## src/logic/sms_defs.svh

```systemverilog
/*
  Offsets, reset values and timing figures of the setpoint and manual
  station selector. Assumes inclusion by bare name in every file that needs them.
*/
`ifndef SMS_DEFS_SVH
`define SMS_DEFS_SVH

// register byte offsets
`define SMS_CFG_OFF 8'h00
`define SMS_SERIAL_SP_OFF 8'h04
`define SMS_STATUS_OFF 8'h08
`define SMS_ACTIVE_SP_OFF 8'h0c
`define SMS_MANIP_OFF 8'h10
`define SMS_ADDR_W 8

// reset values
`define SMS_CFG_RST 32'h0000_0000
`define SMS_ZERO32 32'h0000_0000

// axi responses
`define SMS_RESP_OKAY 2'h0
`define SMS_RESP_SLVERR 2'h2

// option codes
`define SMS_MANUAL_LOCK_FIXED 3'h2
`define SMS_STRUCT_S_INTERNAL 2'h2
`define SMS_STRUCT_S_EXTERNAL 2'h3
`define SMS_ORDER_NO_X_FLASH 3'h6

// display levels I to IV
`define SMS_LVL_I 2'h0
`define SMS_LVL_II 2'h1
`define SMS_LVL_III 2'h2
`define SMS_LVL_IV 2'h3

// flash timing: 1:1 rhythm, half period in ms
`define SMS_CLK_HZ 50000000
`define SMS_FLASH_HALF_MS 500

`endif

```

## src/logic/sms_pkg.sv

```systemverilog
/*
  Types of the setpoint and manual station selector.
  Assumes nothing of its surroundings.
*/
`default_nettype none
package sms_pkg;

  typedef enum logic [1:0] {SMS_SRC_EXT, SMS_SRC_INT, SMS_SRC_HOLD} sms_src_t;

  typedef enum logic [1:0] {SMS_Y_HOLD, SMS_Y_MANUAL, SMS_Y_TRACK} sms_ymode_t;

  // configuration word, low bits first from the bottom of the struct
  typedef struct packed {
    logic [14:0] rsvd;
    logic [1:0] analog_setpoint_input_assign;
    logic [1:0] output_structure_option;
    logic [2:0] manual_lock_option;
    logic priority_option;
    logic acknowledge_option;
    logic tracking_option;
    logic hold_setpoint_select;
    logic [2:0] external_source_option;
    logic [2:0] display_order_select;
  } sms_cfg_t;

endpackage : sms_pkg
`default_nettype wire

```

## src/logic/sms_station.sv

```systemverilog
/*
  Setpoint source selection and manual control station with an AXI4-Lite
  register port. Assumes keys and digital inputs synchronous to clock.
*/
`timescale 1ns/1ps
`default_nettype none
`include "sms_defs.svh"
// What this block does
// shift key steps display levels I to IV
// x/w lamps lit or flashing per level
// internal key and enable pick active setpoint
// enable switching static, no acknowledgement
// external setpoint from analog or serial source
// track inactive setpoints only when option zero
// analog source instrument tracks itself
// hold flag only when no analog feedback
// inverted status blocks internal setpoint adjust
// wired-or zero disables delta-w keys
// source switch starts from previous value
// manual station replaces automatic with hold
// hold keeps last value, ignores delta-y keys
// outside party drives tracking command, value
// manual lock two forces permanent manual
// structures two, three: internal, external feedback
// priority option picks manual or tracking
// inputs sampled synchronously, evaluated every cycle
module sms_station #(
  parameter int unsigned VW = 16,
  parameter int unsigned FLASH_CYCLES = `SMS_CLK_HZ / 1000 * `SMS_FLASH_HALF_MS
) (
  // clock and reset
  input wire logic clock,
  input wire logic reset,
  // axi4-lite slave
  input wire logic [`SMS_ADDR_W-1:0] s_axi_awaddr,
  input wire logic s_axi_awvalid,
  output logic s_axi_awready,
  input wire logic [31:0] s_axi_wdata,
  input wire logic [3:0] s_axi_wstrb,
  input wire logic s_axi_wvalid,
  output logic s_axi_wready,
  output logic [1:0] s_axi_bresp,
  output logic s_axi_bvalid,
  input wire logic s_axi_bready,
  input wire logic [`SMS_ADDR_W-1:0] s_axi_araddr,
  input wire logic s_axi_arvalid,
  output logic s_axi_arready,
  output logic [31:0] s_axi_rdata,
  output logic [1:0] s_axi_rresp,
  output logic s_axi_rvalid,
  input wire logic s_axi_rready,
  // front keys
  input wire logic shift_key,
  input wire logic internal_key,
  input wire logic dw_up_key,
  input wire logic dw_down_key,
  input wire logic manual_key,
  input wire logic dy_up_key,
  input wire logic dy_down_key,
  // digital and analog inputs
  input wire logic computer_enable,
  input wire logic manual_input,
  input wire logic tracking_command,
  input wire logic [3:0][VW-1:0] analog_in,
  input wire logic [VW-1:0] tracking_value_input,
  input wire logic [VW-1:0] external_feedback,
  // status and values
  output logic internal_status_out,
  output logic continuous_setpoint_status_n,
  output logic setpoint_hold_flag,
  output logic [VW-1:0] active_setpoint,
  output logic [VW-1:0] manipulated_variable,
  output logic step_up,
  output logic step_down,
  output logic manual_lamp,
  output logic y_ext_lamp,
  // display
  output logic [1:0] display_level,
  output logic x_lamp,
  output logic w_lamp
);

  if (VW < 2 || VW > 32) begin : g_chk
    $error("sms_station: VW must lie in 2..32");
  end

  ////////////////////////////////////////////////////////////////////////////
  // helpers

  function automatic logic [31:0] merge(input logic [31:0] old, input logic [31:0] nw, input logic [3:0] strb);
    for (int b = 0; b < 4; b++) begin
      old[b*8 +: 8] = strb[b] ? nw[b*8 +: 8] : old[b*8 +: 8];
    end
    merge = old;
  endfunction : merge

  function automatic logic [VW-1:0] step(input logic [VW-1:0] v, input logic up, input logic dn);
    step = v;
    if (up && !dn && v != {VW{1'b1}}) begin
      step = v + VW'(1);
    end else if (dn && !up && v != '0) begin
      step = v - VW'(1);
    end
  endfunction : step

  // analog on 0,1,4,5 and the spare codes; serial on 2,3
  function automatic logic is_serial(input logic [2:0] opt);
    is_serial = (opt == 3'h2) || (opt == 3'h3);
  endfunction : is_serial

  ////////////////////////////////////////////////////////////////////////////
  // register port

  sms_pkg::sms_cfg_t cfg_q, cfg_d;
  logic [VW-1:0] ser_q, ser_d;
  logic aw_q, aw_d, w_q, w_d, bv_q, bv_d, rv_q, rv_d;
  logic [`SMS_ADDR_W-1:0] awa_q, awa_d;
  logic [31:0] wd_q, wd_d, rd_q, rd_d;
  logic [3:0] ws_q, ws_d;
  logic [1:0] br_q, br_d, rr_q, rr_d;
  logic [31:0] status_word;
  logic do_wr;

  sms_pkg::sms_src_t src_q, src_d;
  sms_pkg::sms_ymode_t ym_q, ym_d;
  logic [VW-1:0] wi_q, wi_d, act_q, act_d, y_q, y_d, ext_val;
  logic rb_q, rb_d, rcn_q, rcn_d, sh_q, sh_d, sup_q, sup_d, sdn_q, sdn_d;
  logic mreq_q, mreq_d, mkey_q, dwu_q, dwd_q, dyu_q, dyd_q;
  logic int_or_ce, man_act, trk_req, ser_track;

  always_comb begin
    aw_d = aw_q;
    w_d = w_q;
    awa_d = awa_q;
    wd_d = wd_q;
    ws_d = ws_q;
    bv_d = bv_q;
    br_d = br_q;
    rv_d = rv_q;
    rd_d = rd_q;
    rr_d = rr_q;
    cfg_d = cfg_q;
    do_wr = 1'b0;
    if (s_axi_awvalid && !aw_q && !bv_q) begin
      aw_d = 1'b1;
      awa_d = s_axi_awaddr;
    end
    if (s_axi_wvalid && !w_q && !bv_q) begin
      w_d = 1'b1;
      wd_d = s_axi_wdata;
      ws_d = s_axi_wstrb;
    end
    if (aw_q && w_q) begin
      aw_d = 1'b0;
      w_d = 1'b0;
      bv_d = 1'b1;
      br_d = `SMS_RESP_OKAY;
      if (awa_q == `SMS_CFG_OFF) begin
        cfg_d = sms_pkg::sms_cfg_t'(merge(cfg_q, wd_q, ws_q));
        cfg_d.rsvd = '0;
      end else if (awa_q == `SMS_SERIAL_SP_OFF) begin
        do_wr = 1'b1;
      end else if (awa_q != `SMS_STATUS_OFF && awa_q != `SMS_ACTIVE_SP_OFF && awa_q != `SMS_MANIP_OFF) begin
        br_d = `SMS_RESP_SLVERR;
      end
    end
    if (bv_q && s_axi_bready) begin
      bv_d = 1'b0;
    end
    if (rv_q && s_axi_rready) begin
      rv_d = 1'b0;
    end else if (s_axi_arvalid && !rv_q) begin
      rv_d = 1'b1;
      rr_d = `SMS_RESP_OKAY;
      if (s_axi_araddr == `SMS_CFG_OFF) begin
        rd_d = cfg_q;
      end else if (s_axi_araddr == `SMS_SERIAL_SP_OFF) begin
        rd_d = 32'(ser_q);
      end else if (s_axi_araddr == `SMS_STATUS_OFF) begin
        rd_d = status_word;
      end else if (s_axi_araddr == `SMS_ACTIVE_SP_OFF) begin
        rd_d = 32'(act_q);
      end else if (s_axi_araddr == `SMS_MANIP_OFF) begin
        rd_d = 32'(y_q);
      end else begin
        rd_d = `SMS_ZERO32;
        rr_d = `SMS_RESP_SLVERR;
      end
    end
  end

  assign status_word = {21'h0, w_lamp, x_lamp, display_level, rcn_q, rb_q, sh_q, 2'(ym_q), 2'(src_q)};

  always_ff @(posedge clock or posedge reset) begin
    if (reset) begin
      aw_q <= 1'b0;
      w_q <= 1'b0;
      awa_q <= '0;
      wd_q <= `SMS_ZERO32;
      ws_q <= 4'h0;
      bv_q <= 1'b0;
      br_q <= `SMS_RESP_OKAY;
      rv_q <= 1'b0;
      rd_q <= `SMS_ZERO32;
      rr_q <= `SMS_RESP_OKAY;
      cfg_q <= sms_pkg::sms_cfg_t'(`SMS_CFG_RST);
    end else begin
      aw_q <= aw_d;
      w_q <= w_d;
      awa_q <= awa_d;
      wd_q <= wd_d;
      ws_q <= ws_d;
      bv_q <= bv_d;
      br_q <= br_d;
      rv_q <= rv_d;
      rd_q <= rd_d;
      rr_q <= rr_d;
      cfg_q <= cfg_d;
    end
  end

  // ready is held low once the half is captured, so no second beat slips in
  assign s_axi_awready = !aw_q && !bv_q;
  assign s_axi_wready = !w_q && !bv_q;
  assign s_axi_bvalid = bv_q;
  assign s_axi_bresp = br_q;
  assign s_axi_arready = !rv_q;
  assign s_axi_rvalid = rv_q;
  assign s_axi_rdata = rd_q;
  assign s_axi_rresp = rr_q;

  ////////////////////////////////////////////////////////////////////////////
  // setpoint selection

  always_comb begin
    int_or_ce = rb_q | computer_enable;
    ser_track = is_serial(cfg_q.external_source_option);

    ext_val = ser_track ? ser_q : analog_in[cfg_q.analog_setpoint_input_assign];
    // static enable level, no acknowledge handshake
    if (!internal_key) begin
      src_d = sms_pkg::SMS_SRC_EXT;
    end else if (!computer_enable) begin
      src_d = sms_pkg::SMS_SRC_INT;
    end else if (cfg_q.hold_setpoint_select) begin
      src_d = sms_pkg::SMS_SRC_HOLD;
    end else begin
      src_d = sms_pkg::SMS_SRC_EXT;
    end
    rb_d = internal_key;
    rcn_d = (src_d != sms_pkg::SMS_SRC_INT);
    sh_d = (src_d == sms_pkg::SMS_SRC_HOLD);
    wi_d = wi_q;
    ser_d = do_wr ? wd_q[VW-1:0] : ser_q;
    if (src_q == sms_pkg::SMS_SRC_INT && !rcn_q && int_or_ce) begin
      wi_d = step(wi_q, dw_up_key && !dwu_q, dw_down_key && !dwd_q);
    end
    if (src_d != src_q) begin
      // newly active internal or serial source starts at the old value
      if (src_d == sms_pkg::SMS_SRC_INT) begin
        wi_d = act_q;
      end else if (src_d == sms_pkg::SMS_SRC_EXT && ser_track && !do_wr) begin
        ser_d = act_q;
      end
      act_d = act_q;
    end else begin
      if (!cfg_q.tracking_option) begin
        // analog source is left to its own instrument
        if (src_q != sms_pkg::SMS_SRC_INT) begin
          wi_d = act_q;
        end else if (ser_track && !do_wr) begin
          ser_d = act_q;
        end
      end
      case (src_q)
        sms_pkg::SMS_SRC_INT: act_d = wi_q;
        sms_pkg::SMS_SRC_EXT: act_d = ext_val;
        default: act_d = act_q;
      endcase
    end
  end

  ////////////////////////////////////////////////////////////////////////////
  // manual control station

  always_comb begin
    mreq_d = mreq_q ^ (manual_key && !mkey_q);
    man_act = mreq_q || manual_input;
    // no tracking with internal feedback: the held value stays
    trk_req = tracking_command && cfg_q.output_structure_option != `SMS_STRUCT_S_INTERNAL;
    if (cfg_q.manual_lock_option == `SMS_MANUAL_LOCK_FIXED) begin
      ym_d = sms_pkg::SMS_Y_MANUAL;
    end else if (man_act && trk_req) begin
      ym_d = cfg_q.priority_option ? sms_pkg::SMS_Y_MANUAL : sms_pkg::SMS_Y_TRACK;
    end else if (man_act) begin
      ym_d = sms_pkg::SMS_Y_MANUAL;
    end else if (trk_req) begin
      ym_d = sms_pkg::SMS_Y_TRACK;
    end else begin
      ym_d = sms_pkg::SMS_Y_HOLD;
    end
    sup_d = 1'b0;
    sdn_d = 1'b0;
    case (ym_q)
      sms_pkg::SMS_Y_MANUAL: begin
        y_d = step(y_q, dy_up_key && !dyu_q, dy_down_key && !dyd_q);
        if (cfg_q.output_structure_option != 2'h0) begin
          sup_d = dy_up_key && !dy_down_key;
          sdn_d = dy_down_key && !dy_up_key;
        end
      end
      sms_pkg::SMS_Y_TRACK: y_d = tracking_value_input;
      default: y_d = y_q;
    endcase
    if (cfg_q.output_structure_option == `SMS_STRUCT_S_EXTERNAL && ym_q != sms_pkg::SMS_Y_TRACK) begin
      y_d = external_feedback;
    end
  end

  always_ff @(posedge clock or posedge reset) begin
    if (reset) begin
      src_q <= sms_pkg::SMS_SRC_EXT;
      ym_q <= sms_pkg::SMS_Y_HOLD;
      wi_q <= '0;
      ser_q <= '0;
      act_q <= '0;
      y_q <= '0;
      rb_q <= 1'b0;
      rcn_q <= 1'b1;
      sh_q <= 1'b0;
      sup_q <= 1'b0;
      sdn_q <= 1'b0;
      mreq_q <= 1'b0;
      mkey_q <= 1'b0;
      dwu_q <= 1'b0;
      dwd_q <= 1'b0;
      dyu_q <= 1'b0;
      dyd_q <= 1'b0;
    end else begin
      src_q <= src_d;
      ym_q <= ym_d;
      wi_q <= wi_d;
      ser_q <= ser_d;
      act_q <= act_d;
      y_q <= y_d;
      rb_q <= rb_d;
      rcn_q <= rcn_d;
      sh_q <= sh_d;
      sup_q <= sup_d;
      sdn_q <= sdn_d;
      mreq_q <= mreq_d;
      mkey_q <= manual_key;
      dwu_q <= dw_up_key;
      dwd_q <= dw_down_key;
      dyu_q <= dy_up_key;
      dyd_q <= dy_down_key;
    end
  end

  assign internal_status_out = rb_q;
  assign continuous_setpoint_status_n = rcn_q;
  assign setpoint_hold_flag = sh_q;
  assign active_setpoint = act_q;
  assign manipulated_variable = y_q;
  assign step_up = sup_q;
  assign step_down = sdn_q;
  assign manual_lamp = (ym_q == sms_pkg::SMS_Y_MANUAL);
  assign y_ext_lamp = (ym_q == sms_pkg::SMS_Y_TRACK);

  sms_display #(.FLASH_CYCLES(FLASH_CYCLES)) u_display (
    .clock(clock),
    .reset(reset),
    .shift_key(shift_key),
    .display_order_select(cfg_q.display_order_select),
    .display_level(display_level),
    .x_lamp(x_lamp),
    .w_lamp(w_lamp)
  );

  ////////////////////////////////////////////////////////////////////////////
  // checks

  AST_SRC_EXT: assert property (@(posedge clock) disable iff (reset)
    !internal_key |=> src_q == sms_pkg::SMS_SRC_EXT && !rb_q) else $error("external setpoint not active");
  AST_SRC_INT: assert property (@(posedge clock) disable iff (reset)
    internal_key && !computer_enable |=> src_q == sms_pkg::SMS_SRC_INT && !rcn_q) else $error("internal not active");
  AST_SRC_HOLD: assert property (@(posedge clock) disable iff (reset)
    internal_key && computer_enable && cfg_q.hold_setpoint_select |=> setpoint_hold_flag)
    else $error("hold flag not set");
  AST_BUMPLESS: assert property (@(posedge clock) disable iff (reset)
    src_d != src_q |=> act_q == $past(act_q) ##1 (src_q != sms_pkg::SMS_SRC_INT || wi_q == $past(act_q, 2)))
    else $error("source switch not bumpless");
  AST_DW_BLOCKED: assert property (@(posedge clock) disable iff (reset)
    (!int_or_ce || rcn_q) && cfg_q.tracking_option && src_d == src_q |=> wi_q == $past(wi_q))
    else $error("internal setpoint moved while blocked");
  AST_NO_TRACK: assert property (@(posedge clock) disable iff (reset)
    cfg_q.tracking_option && src_q == sms_pkg::SMS_SRC_INT && src_d == src_q && !do_wr |=> $stable(ser_q))
    else $error("serial setpoint tracked with tracking off");
  AST_LOCK: assert property (@(posedge clock) disable iff (reset)
    cfg_q.manual_lock_option == `SMS_MANUAL_LOCK_FIXED |=> manual_lamp) else $error("manual lock left manual");
  AST_PRIO: assert property (@(posedge clock) disable iff (reset)
    man_act && trk_req && cfg_q.manual_lock_option != `SMS_MANUAL_LOCK_FIXED
      |=> (ym_q == sms_pkg::SMS_Y_MANUAL) == $past(cfg_q.priority_option)) else $error("wrong priority");
  AST_HOLD_KEEP: assert property (@(posedge clock) disable iff (reset)
    ym_q == sms_pkg::SMS_Y_HOLD && cfg_q.output_structure_option != `SMS_STRUCT_S_EXTERNAL
      |=> y_q == $past(y_q)) else $error("held value changed");
  AST_TRACK_VAL: assert property (@(posedge clock) disable iff (reset)
    ym_q == sms_pkg::SMS_Y_TRACK |=> y_q == $past(tracking_value_input)) else $error("tracking value not taken");
  AST_B_STABLE: assert property (@(posedge clock) disable iff (reset)
    s_axi_bvalid && !s_axi_bready |=> s_axi_bvalid && $stable(s_axi_bresp)) else $error("write answer dropped");

  COV_SWITCH_INT: cover property (@(posedge clock) disable iff (reset)
    src_q == sms_pkg::SMS_SRC_EXT ##1 src_q == sms_pkg::SMS_SRC_INT);
  COV_TRACK: cover property (@(posedge clock) disable iff (reset) ym_q == sms_pkg::SMS_Y_TRACK);
  COV_WRITE: cover property (@(posedge clock) disable iff (reset) s_axi_bvalid && s_axi_bready);

endmodule : sms_station
`default_nettype wire

```

## src/logic/sms_display.sv

```systemverilog
/*
  Display level stepping and x/w lamp drive.
  Assumes a synchronous shift key level and a free-running clock.
*/
`timescale 1ns/1ps
`default_nettype none
`include "sms_defs.svh"
module sms_display #(
  parameter int unsigned FLASH_CYCLES = 25000000
) (
  // clock and reset
  input wire logic clock,
  input wire logic reset,
  // controls
  input wire logic shift_key,
  input wire logic [2:0] display_order_select,
  // indication
  output logic [1:0] display_level,
  output logic x_lamp,
  output logic w_lamp
);

  if (FLASH_CYCLES < 2) begin : g_chk
    $error("sms_display: FLASH_CYCLES must be at least 2");
  end

  // levels offered per display order, bit i is level i
  function automatic logic [3:0] offered(input logic [2:0] sel);
    case (sel)
      3'h0: offered = 4'h3;
      3'h1: offered = 4'h7;
      3'h2: offered = 4'hb;
      3'h4: offered = 4'h1;
      3'h5: offered = 4'h2;
      3'h6: offered = 4'h4;
      default: offered = 4'hf;
    endcase
  endfunction : offered

  function automatic logic [1:0] next_level(input logic [1:0] lvl, input logic [3:0] mask);
    logic [1:0] cand;
    logic found;
    next_level = lvl;
    found = 1'b0;
    for (int i = 1; i <= 4; i++) begin
      cand = lvl + 2'(i);
      if (!found && mask[cand]) begin
        next_level = cand;
        found = 1'b1;
      end
    end
  endfunction : next_level

  logic [1:0] lvl_q, lvl_d;
  logic shift_q;
  logic [31:0] cnt_q, cnt_d;
  logic phase_q, phase_d;
  logic x_d, w_d;
  logic [3:0] mask;

  always_comb begin
    mask = offered(display_order_select);
    lvl_d = lvl_q;
    if (!mask[lvl_q]) begin
      lvl_d = next_level(lvl_q, mask);
    end else if (shift_key && !shift_q) begin
      lvl_d = next_level(lvl_q, mask);
    end
    cnt_d = cnt_q + 32'h1;
    phase_d = phase_q;
    if (cnt_q >= 32'(FLASH_CYCLES - 1)) begin
      cnt_d = 32'h0;
      phase_d = !phase_q;
    end

    x_d = (lvl_q == `SMS_LVL_I) ||
          (lvl_q == `SMS_LVL_III && phase_q && display_order_select != `SMS_ORDER_NO_X_FLASH);
    w_d = (lvl_q == `SMS_LVL_II) || (lvl_q == `SMS_LVL_IV && phase_q);
  end

  always_ff @(posedge clock or posedge reset) begin
    if (reset) begin
      lvl_q <= `SMS_LVL_I;
      shift_q <= 1'b0;
      cnt_q <= 32'h0;
      phase_q <= 1'b0;
      x_lamp <= 1'b0;
      w_lamp <= 1'b0;
    end else begin
      lvl_q <= lvl_d;
      shift_q <= shift_key;
      cnt_q <= cnt_d;
      phase_q <= phase_d;
      x_lamp <= x_d;
      w_lamp <= w_d;
    end
  end

  assign display_level = lvl_q;

  AST_XLAMP_LEVEL_I: assert property (@(posedge clock) disable iff (reset)
    lvl_q == `SMS_LVL_I |=> x_lamp && !w_lamp) else $error("x lamp not lit at level I");
  AST_SHIFT_ADVANCE: assert property (@(posedge clock) disable iff (reset)
    shift_key && !shift_q && mask[lvl_q] && $stable(display_order_select) && mask != 4'h1 && mask != 4'h2
      && mask != 4'h4 |=> lvl_q != $past(lvl_q)) else $error("shift press did not advance level");
  COV_LEVEL_IV: cover property (@(posedge clock) disable iff (reset) lvl_q == `SMS_LVL_IV && w_lamp);

endmodule : sms_display
`default_nettype wire

```

## config.mk

```make
export PLATFORM = sky130hd
export DESIGN_NAME = sms_station
export DESIGN_NICKNAME = d
export VERILOG_FILES = /design/src/logic/sms_pkg.sv /design/src/logic/sms_station.sv /design/src/logic/sms_display.sv
export VERILOG_INCLUDE_DIRS = /design/src /design/src/logic
export SDC_FILE = /design/constraint.sdc
export NUM_CORES = 1
export LEC_CHECK = 0
export ABC_AREA = 1
export BUFFER_PORTS_ARGS = -buffer_cell sky130_fd_sc_hd__buf_2
export CORE_MARGIN = 1
export CORE_UTILIZATION = 40
export CTS_CLUSTER_SIZE = 16
export DETAILED_ROUTE_END_ITERATION = 12
export PLACE_DENSITY = 0.6
export SKIP_CTS_REPAIR_TIMING = 1
export SLEW_MARGIN = 25
export SYNTH_ARGS = -nofsm -noshare
export SYNTH_HDL_FRONTEND = slang
export SYNTH_SLANG_ARGS = --single-unit
```

## constraint.sdc

```tcl
create_clock -name clock -period 17.17 [get_ports clock]
set_clock_uncertainty 0.15 [all_clocks]
set_input_delay 5.151 -clock clock [delete_from_list [all_inputs] [get_ports clock]]
set_output_delay 5.151 -clock clock [all_outputs]
set_load 0.01 [all_outputs]
```

---- Yosys cells after proc, flatten, opt, wreduce, memory -nomap -nowiden ----
Cells that the tools add are included.
cells by class
  add/subtract/negate cells ............... 8
  magnitude comparators ................... 6
  eq/ne operators ......................... 37
  multiplexer cells ....................... 91
  bitwise gates (word level) .............. 4
  reductions and logical operators ........ 96
operators with widths
  cell                                                                 count
  2-to-1 mux 16 bit                                                    23
  case mux 16 bit (2 select lines)                                     2
  2-to-1 mux 2 bit                                                     25
  logical AND 1 bit                                                    45
  2-to-1 mux 1 bit                                                     33
  adder 16 x 1 -> 16 bit, second input constant                        2
  adder 32 x 1 -> 32 bit, second input constant                        1
  binary-select mux 16 bit (select 2 bit)                              1
  greater-or-equal comparator 32 x 25 -> 1 bit, second input constant  1
  2-to-1 mux 32 bit                                                    1
  inequality test 16 bit, second input constant                        2
  nonzero test 16 bit                                                  2
  subtractor 16 x 1 -> 16 bit, second input constant                   2
  zero test 1 bit                                                      25
  case mux 4 bit (6 select lines)                                      1
  2-to-1 mux 17 bit                                                    1
  equality test 8 x 3 -> 1 bit, second input constant                  2
  equality test 8 x 4 -> 1 bit, second input constant                  2
  zero test 8 bit                                                      2
  inequality test 8 x 4 -> 1 bit, second input constant                2
  < comparator 2 x 3 -> 1 bit, second input constant                   5
  equality test 3 x 2 -> 1 bit, second input constant                  4
  AND reduction 3 bit                                                  4
  nonzero test 2 bit                                                   6
  22 further kinds                                                     48
storage, ports and cells
  flip-flop bits (word level) ............. 202
  output and inout bits ................... 84
  word-level logic and storage cells ...... 285

---- Logic depth before layout (Yosys ltp) ----
Gate-level depths: netlist of run 1.
  depth after elaboration ................. 22
  depth in mapped cells ................... 18
  mapped depth without buffers ............ 18

---- Cells and area by module ----
A second synthesis of run 1 with hierarchy kept.
unflattened totals
  cells, all modules ...................... 1,668
  area, all modules ....................... 11,758.8 µm²
modules (own cells, without submodules)
  module       times used  cells each  area each (µm²)  seq. area each (µm²)
  sms_station  1           1,397       9,675.5          3,679.8
  sms_display  1           271         2,083.2          950.9

---- Worst setup path after synthesis of run 1 ----
Ideal clock, no wire load.
  kind .................................... input -> register
  start point ............................. in dy_down_key
  end point ............................... reg y_q[11], in the netlist manipulated_variable[11]
  setup time .............................. 0.066 ns
  arrival ................................. 6.914 ns
  data required time ...................... 16.954 ns
  slack ................................... 10.040 ns
  stages on the path ...................... 14
  buffers on the path ..................... 0
  cell sequence ........................... nand2_1 nand3_1 nor2_1 inv_2 ha_1 nand3_1 nand2_1 nand3_1 nand2_1 a21oi_1 or2_2 nand3_1 nand3_1 nand2_1
on the way
  cells in the longest elaborated chain, start to end .. 7
  elaborated cells on any way between the ends .. 11
  those cells by class .................... 1 x eq/ne; 3 x mux; 7 x reduce/logical
RTL lines
  item                              RTL line            text
  start, declared                   sms_station.sv:59   input wire logic dy_down_key,
  logical AND 1 bit *               sms_station.sv:306  y_d = step(y_q, dy_up_key && !dyu_q, dy_down_key && !dyd_q);
  zero test 1 bit                   sms_station.sv:99   if (up && !dn && v != {VW{1'b1}}) begin
  logical AND 1 bit (2 in a row)    sms_station.sv:99
  2-to-1 mux 16 bit                 sms_station.sv:99
  case mux 16 bit (2 select lines)  sms_station.sv:304  case (ym_q)
  2-to-1 mux 16 bit                 sms_station.sv:315  if (cfg_q.output_structure_option == `SMS_STRUCT_S_EXTERNAL && ym_q != sms_pkg::SMS_Y_TRACK) begin
  end signal, assigned              sms_station.sv:345  y_q <= y_d;
  end, declared                     sms_station.sv:126  logic [VW-1:0] wi_q, wi_d, act_q, act_d, y_q, y_d, ext_val;
Every way passes the cells marked *; elsewhere a longest branch is shown, timed or not.
A chain may end at the register's enable or synchronous reset.

---- Worst setup path after layout of run 1 ----
  start point ............................. in computer_enable
  end point ............................... reg ser_q[11]
on the way
  cells in the longest elaborated chain, start to end .. 8
  elaborated cells on any way between the ends .. 10
  those cells by class .................... 2 x eq/ne; 5 x mux; 3 x reduce/logical
RTL lines
  item                            RTL line            text
  start, declared                 sms_station.sv:61   input wire logic computer_enable,
  2-to-1 mux 2 bit *              sms_station.sv:243  end else if (!computer_enable) begin
  2-to-1 mux 2 bit *              sms_station.sv:241  if (!internal_key) begin
  zero test 2 bit                 sms_station.sv:262  end else if (src_d == sms_pkg::SMS_SRC_EXT && ser_track && !do_wr) begin
  logical AND 1 bit (2 in a row)  sms_station.sv:262
  2-to-1 mux 16 bit               sms_station.sv:262
  2-to-1 mux 16 bit               sms_station.sv:260  if (src_d == sms_pkg::SMS_SRC_INT) begin
  2-to-1 mux 16 bit *             sms_station.sv:258  if (src_d != src_q) begin
  named net ser_d[11]             sms_station.sv:115  logic [VW-1:0] ser_q, ser_d;
  end signal, assigned            sms_station.sv:343  ser_q <= ser_d;
  end, declared                   sms_station.sv:115
Mark *: on every way through the listed nets, which the timed path passes. The rest lies on a longest branch.

==> summary.md, run 1 <==
| Metric | Value |
|---|---|
| Cell count of the worst hold path | 1 |
| WHS Endpoint | u_display.cnt_q[0] |
| Drt wl/cell | ~16 um |
| HPWL Detailed | between 20,000 and 30,000 um |
| Gp weighted congestion | roughly 0.89 |
| TritonRoute pass-1 iters | 10 |
| Crit path cell chain | buf_2, inv_1, nand2_1, xor2_1, nand2_1, inv_2, nand3_1, nand2_1, o21ai_0 |
| Synth cell types | 52 |
| PortBufs | around 220 |
| Clock Root Buffer | clkbuf_16 |
| Cells after synthesis | 1,642 |
| Starting Density | between 40% and 50% |
| Reg2Reg Launch Point | ym_q[0] |
| Most area-hungry cell type in the Yosys netlist | dfrtp_1 |
| Top cells by count, synth | nand2_1 (455), dfrtp_1 (184), nor2_1 (181) |
| Primary FF master, synth | dfrtp_1 |
| Gr usage total | between 20% and 30% |
| DRT antenna net count | 0 |
| Final setup violation count | 0 |
| Largest net degree at the start of global routing | about 120 |
| Layout area overhead | 16.19% |
| Area contributors post-synth | dfrtp_1 (40%), nand2_1 (15%), nor2_1 (5.8%) |
| Synth warnings | 0 |
| Reg2reg end | manipulated_variable[7] |
| Static Leakage | roughly 6.7 nW |
| First-pass GRT wire length | 58,100 um |
| Worst-path fanout max | 32 |
| Total number of vias | approximately 11k |
| Die area | about 30,000 um2 |
| Routed WL | roughly 36,000 um |
| EDFF count, synth | 0 |
| Fin Setup TNS | 0 ps |
| Mean Syn Cell Area | 7.090 um2 |
| Synth top area share | between 30 and 40% |
| Clock Sinks | 185 |
| Total gr overflow | 0 |
| Ys async rst share | 100.0% |
| CTS tree | done |
| Initial antenna violation count | 1 |
| # rows | 62 |
| Worst EP arrival | 8100 ps |
| Layout cells sized above 1 | 16.47% |
| CP max-delay cell | nand2_1 |
| Required time of the critical path | between 15,000 and 20,000 ps |
| Via-per-instance ratio | 5.151 |
| Slowest stage delay, CP | approximately 590 ps |
| CP endpoint kind | flop |
| Failing checks | design-rule violations |
| Rel. slew slack | roughly a third |
| Minimum clock period | about 7900 ps |
| Worst hold-check path type | flop to flop |
| Post-synthesis sequential area ratio | around two fifths |
| H-tree depth | 4 |
| Setup CP Type | input pin to flop |
| HP Start | u_display.cnt_q[0] |
| CORE AREA | 28,700 um2 |
| DR DRC count | 1 |
| Vias in the first global route | ~11k |
| Peak VDD IR | a little under 0.08 mV |
| CTS clock-pin slew for the worst setup and hold paths | about 80 ps |
| CTS Buf Count | 17 |
| Max Clk Rate | ~130 MHz |
| I/O pins | roughly 250 |
| Final worst path period share | between 40 and 50% |
| Die Y | approximately 170 um |
| Worst R2R Setup Slack | around 14,000 ps |
| Initial drt markers | approximately 930 |
| P per Cell Area | 122.8 nW/um2 |
| Maximum clock path buffer count | 2 |
| Cells on worst reg2reg path | 9 |
| # nets final | around 2.0k |
| Critical path startpoint category | input pin |
| Post-Syn Area | 11,640 um2 |
| Count leader, synth | nand2_1 |
| Status | finished, violations left |
| Hold Slack | around 320 ps |
| Worst-Skew Late Latency | 440 ps |
| Max cap viols | 0 |
| Final hold viol count | 0 |
| FF+latch count, synth | 185 |
| Crit path top cell by count | nand2_1 |
| RSZ-0062 raised after global routing | false |
| Slew @ Worst Pin | between 900 and 1000 ps |
| Die width | approximately 170 um |
| Pins Over Slew Limit | 0 |
## worst max-delay path by stage
stage                     cells past startpoint            endpoint  slack [ps]       startpoint
after detailed placement                      9           ser_q[11]        8850  computer_enable
after global placement                       10           ser_q[14]        8890  computer_enable
after floorplan                               1  active_setpoint[0]        6840            reset
after CTS                                     9           ser_q[12]        9270  computer_enable
final                                         9           ser_q[11]        9250  computer_enable
after global routing                          9           ser_q[12]        8940  computer_enable
## critical path: cells and delay by family
kind	cells	cell delay, ps
and+or+nand+nor	4	1750
buffers and inverters	3	480
AOI/OAI and AO/OA	1	390
xor gates and xnor gates	1	300
## cell families (layout without fill, tap and decap cells)
kind of cell,Yosys count,count (layout),synth area share [%]
flip-flops,185,185,39.78
XOR/XNOR,28,28,2.107
AND/OR/NAND/NOR,807,807,28.77
AO/OA/AOI/OAI,350,350,16.85
adder cells (fa/ha/maj),27,27,2.966
buffers and inverters,235,410,8.620
other,1,25,0.03221
multiplexers,9,9,0.8706
## state kept, by name (all words and copies together) (netlist names), 3 cells and up
| name | flops |
|---|---|
| ser_q | 16 |
| wi_q | 16 |
| wd_q | 17 |
| active_setpoint | 16 |
| u_display.cnt_q | 32 |
| awa_q | 8 |
| s_axi_rdata | 17 |
| ws_q | 3 |
| manipulated_variable | 16 |
| cfg_q | 17 |
## final cells by class
cell class                 instances  area [um2]
inverter                         158       600.6
antenna                            1       2.502
clock buffer                      17       425.4
fill                            3000       15180
multi-input combinational       1245        6101
timing repair buffer             220        1114
clock inverter                    15       170.2
sequential                       185        4632
tap                              384       480.5
## metrics by stage
step	cells	setup slack, ps	utilization [%]	instance area, um2	power [mW]
detailed placement	2192	8851	45.03	12930	1.266
finish	2225	9253	47.12	13530	1.660
floorplan	1665	6842	-	11730	1.052
global placement	2192	8894	45.02	12920	1.257
CTS	2224	9274	47.11	13520	1.669
global route	2225	8940	47.12	13530	1.789
## where the power goes
part           switching (mW)  internal (mW)  leakage (nW)
sequential              0.118          0.531          2.24
clock                   0.202          0.197         0.288
combinational           0.383          0.228          4.12
total                   0.704          0.956          6.65
## placed cells by master, fill, tap and decap left out, types with 19 or more instances in the layout
| cell | netlist | final |
|---|---|---|
| nor3_1 | 29 | 29 |
| ha_1 | 26 | 26 |
| a31oi_1 | 21 | 21 |
| nor2_1 | 181 | 180 |
| nand2_1 | 455 | 455 |
| dfrtp_1 | 184 | 183 |
| inv_1 | 148 | 146 |
| conb_1 | 1 | 24 |
| xor2_1 | 20 | 20 |
| a21oi_1 | 103 | 103 |
| nand3_1 | 86 | 86 |
| o22ai_1 | 24 | 24 |
| o21bai_1 | 19 | 19 |
| buf_2 | 18 | 215 |
| o21ai_0 | 134 | 134 |
| o21ai_1 | 20 | 20 |
## layer usage
layer / GRT usage [%] / share of wire [%] / vias up
li1: - / - / 5706
met1: 34.42 / 46 / 5341
met2: 38.37 / 45 / 370
met3: 4.683 / 6.4 / 45
met4: 8.036 / 2.7 / 0
met5: 0 / 0 / -
(Power assumes the default switching activity.)
==> run 2: changes to the inputs <==
--- a/config.mk
+++ b/config.mk
@@ -12,7 +12,7 @@
 export CORE_UTILIZATION = 40
 export CTS_CLUSTER_SIZE = 16
 export DETAILED_ROUTE_END_ITERATION = 12
-export PLACE_DENSITY = 0.6
+export PLACE_DENSITY = 0.62
 export SKIP_CTS_REPAIR_TIMING = 1
 export SLEW_MARGIN = 25
 export SYNTH_ARGS = -nofsm -noshare
==> constraint.sdc (replaced) <==
create_clock -name clock -period 6.6 [get_ports clock]
set_clock_uncertainty 0.15 [all_clocks]
set_input_delay 1.98 -clock clock [delete_from_list [all_inputs] [get_ports clock]]
set_output_delay 1.98 -clock clock [all_outputs]
set_load 0.01 [all_outputs]
==> run 2 against run 1 <==
Compared with the run above: the run now ends clean; flip-flop and latch count is the same; sequential power rose to 2.6 times the previous value; clock power increased to 2.7 times the previous value; wire length increased by 0.80%; clock-buffer cell count is 2 higher; non-clock buffer count rose by 1; setup slack worse by 7400 ps; register-to-register slack lost 11000 ps; sequential share of layout area decreased by 0.10 points; critical path type unchanged; critical endpoint unchanged; highest routed layer unchanged.
==> summary.md, run 2 (synthesis results as in run 1) <==
| Metric | Value |
|---|---|
| Clock Sinks | around 190 |
| Layout cells sized above 1 | between 15 and 20% |
| Rel. slew slack | 33.19% |
| Status | complete, no violations |
| Worst hold-check path type | flop to flop |
| Critical path startpoint category | input pin |
| H-tree depth | 4 |
| Starting Density | 40.56% |
| Fin Setup TNS | 0 ps |
| Die Y | 172.6 um |
| Vias in the first global route | 10.86k |
| Die width | around 170 um |
| Initial drt markers | between 1k and 1.5k |
| Maximum clock path buffer count | 2 |
| HP Start | u_display.cnt_q[0] |
| Static Leakage | between 6 and 7 nW |
| Final worst path period share | 71.93% |
| Final hold viol count | 0 |
| Minimum clock period | between 4000 and 5000 ps |
| CP endpoint kind | flop |
| Pins Over Slew Limit | 0 |
| Slew @ Worst Pin | 1002 ps |
| Antenna diodes | 0 |
| Required time of the critical path | 6780 ps |
| # nets final | just over 2k |
| CORE AREA | about 29,000 um2 |
| Fill count | between 2k and 3k |
| Gr usage total | between 20% and 30% |
| Die area | ~30,000 um2 |
| RSZ-0062 raised after global routing | false |
| Max reg flops | 32 |
| TritonRoute pass-1 iters | 5 |
| Worst EP arrival | 4930 ps |
| Largest net degree at the start of global routing | about 190 |
| Max cap viols | 0 |
| Total number of vias | 11.57k |
| Final setup violation count | 0 |
| CTS clock-pin slew for the worst setup and hold paths | ~80 ps |
| Biggest register | u_display.cnt_q |
| Clock Root Buffer | clkbuf_16 |
| Most frequent cells in the layout | nand2_1 (455), buf_2 (215), dfrtp_1 (184) |
| # rows | 62 |
| CTS Buf Count | 17 |
| Worst-Skew Late Latency | approximately 440 ps |
| Area of all placed cells without fillers | 13,560 um2 |
| PortBufs | between 200 and 250 |
| DRT antenna net count | 0 |
| Drt wl/cell | about 16 um |
| Setup CP Type | input pin to flop |
| Post-DP Area | approximately 13,000 um2 |
| Total gr overflow | 0 |
| Initial antenna violation count | 0 |
| Commonest non-fill, non-tap cell in the layout | nand2_1 |
| Total Power | around 4.4 mW |
| Gp weighted congestion | between 0.8 and 0.9 |
| I/O pins | between 200 and 250 |
| Reg2Reg Launch Point | ym_q[0] |
| Layout area overhead | 16.50% |
| P per Cell Area | about 320 nW/um2 |
| DR DRC count | 0 |
| Via-per-instance ratio | 5.199 |
| HPWL Detailed | ~27,000 um |
| CTS tree | done |
| Hold Slack | around 320 ps |
| Max Clk Rate | between 200 and 250 MHz |
| Crit. Startpoint | computer_enable |
| Peak VDD IR | 0.1506 mV |
| First-pass GRT wire length | 58,790 um |
| Worst-path fanout max | 32 |
| Routed WL | around 37,000 um |
==> run 2: layout make-up <==
cell class / instances / area, um2 / share of cell area (%)
Multi-Input combinational cell: 1245 / 6103 / 45.00
Sequential cell: 185 / 4631 / 34.15
Timing Repair Buffer: 221 / 1154 / 8.506
Inverter: 158 / 596.8 / 4.401
Clock inverter: 13 / 153.9 / 1.135
Clock buffer: 19 / 442.9 / 3.266
Tap cell: 384 / 480.5 / 3.543
==> run 2: through the flow <==
| step | cells | setup slack [ps] | util, % |
|---|---|---|---|
| detailed placement | 2192 | 1497 | 45.05 |
| finish | 2225 | 1852 | 47.25 |
| CTS | 2224 | 1935 | 47.13 |
| global placement | 2192 | 1567 | 45.05 |
| global route | 2225 | 1488 | 47.25 |
| floorplan | 1665 | 2092 | - |
==> run 2: report_power, final <==
part           internal (mW)  switching [mW]
Clock                  0.552           0.504
Sequential              1.38           0.329
Combinational          0.595           0.996
==> run 2: worst paths after layout <==
kind | endpoint | slack (ps) | cells after the start
min | u_display.cnt_q[0] | 320 | 1
max | ser_q[11] | 1850 | 9
max reg2reg | manipulated_variable[0] | 3320 | 9
min reg2reg | u_display.cnt_q[0] | 320 | 1
min in group asynchronous | wd_q[10] | 1510 | 3
max in group asynchronous | continuous_setpoint_status_n | 3920 | 4
==> run 2: metal layers <==
metal	global-route usage (%)	part of all wire, %
met1	34.80	46
met2	39.25	45
met3	4.485	7.1
met4	7.478	2.3
met5	0	0
==> run 2: critical path: stages <==
cell and delay (ps):
buf_2 110, inv_1 40, nand2_1 450, xor2_1 310, nand2_1 590, inv_2 310, nand3_1 160, nand2_1 560
o21ai_0 380
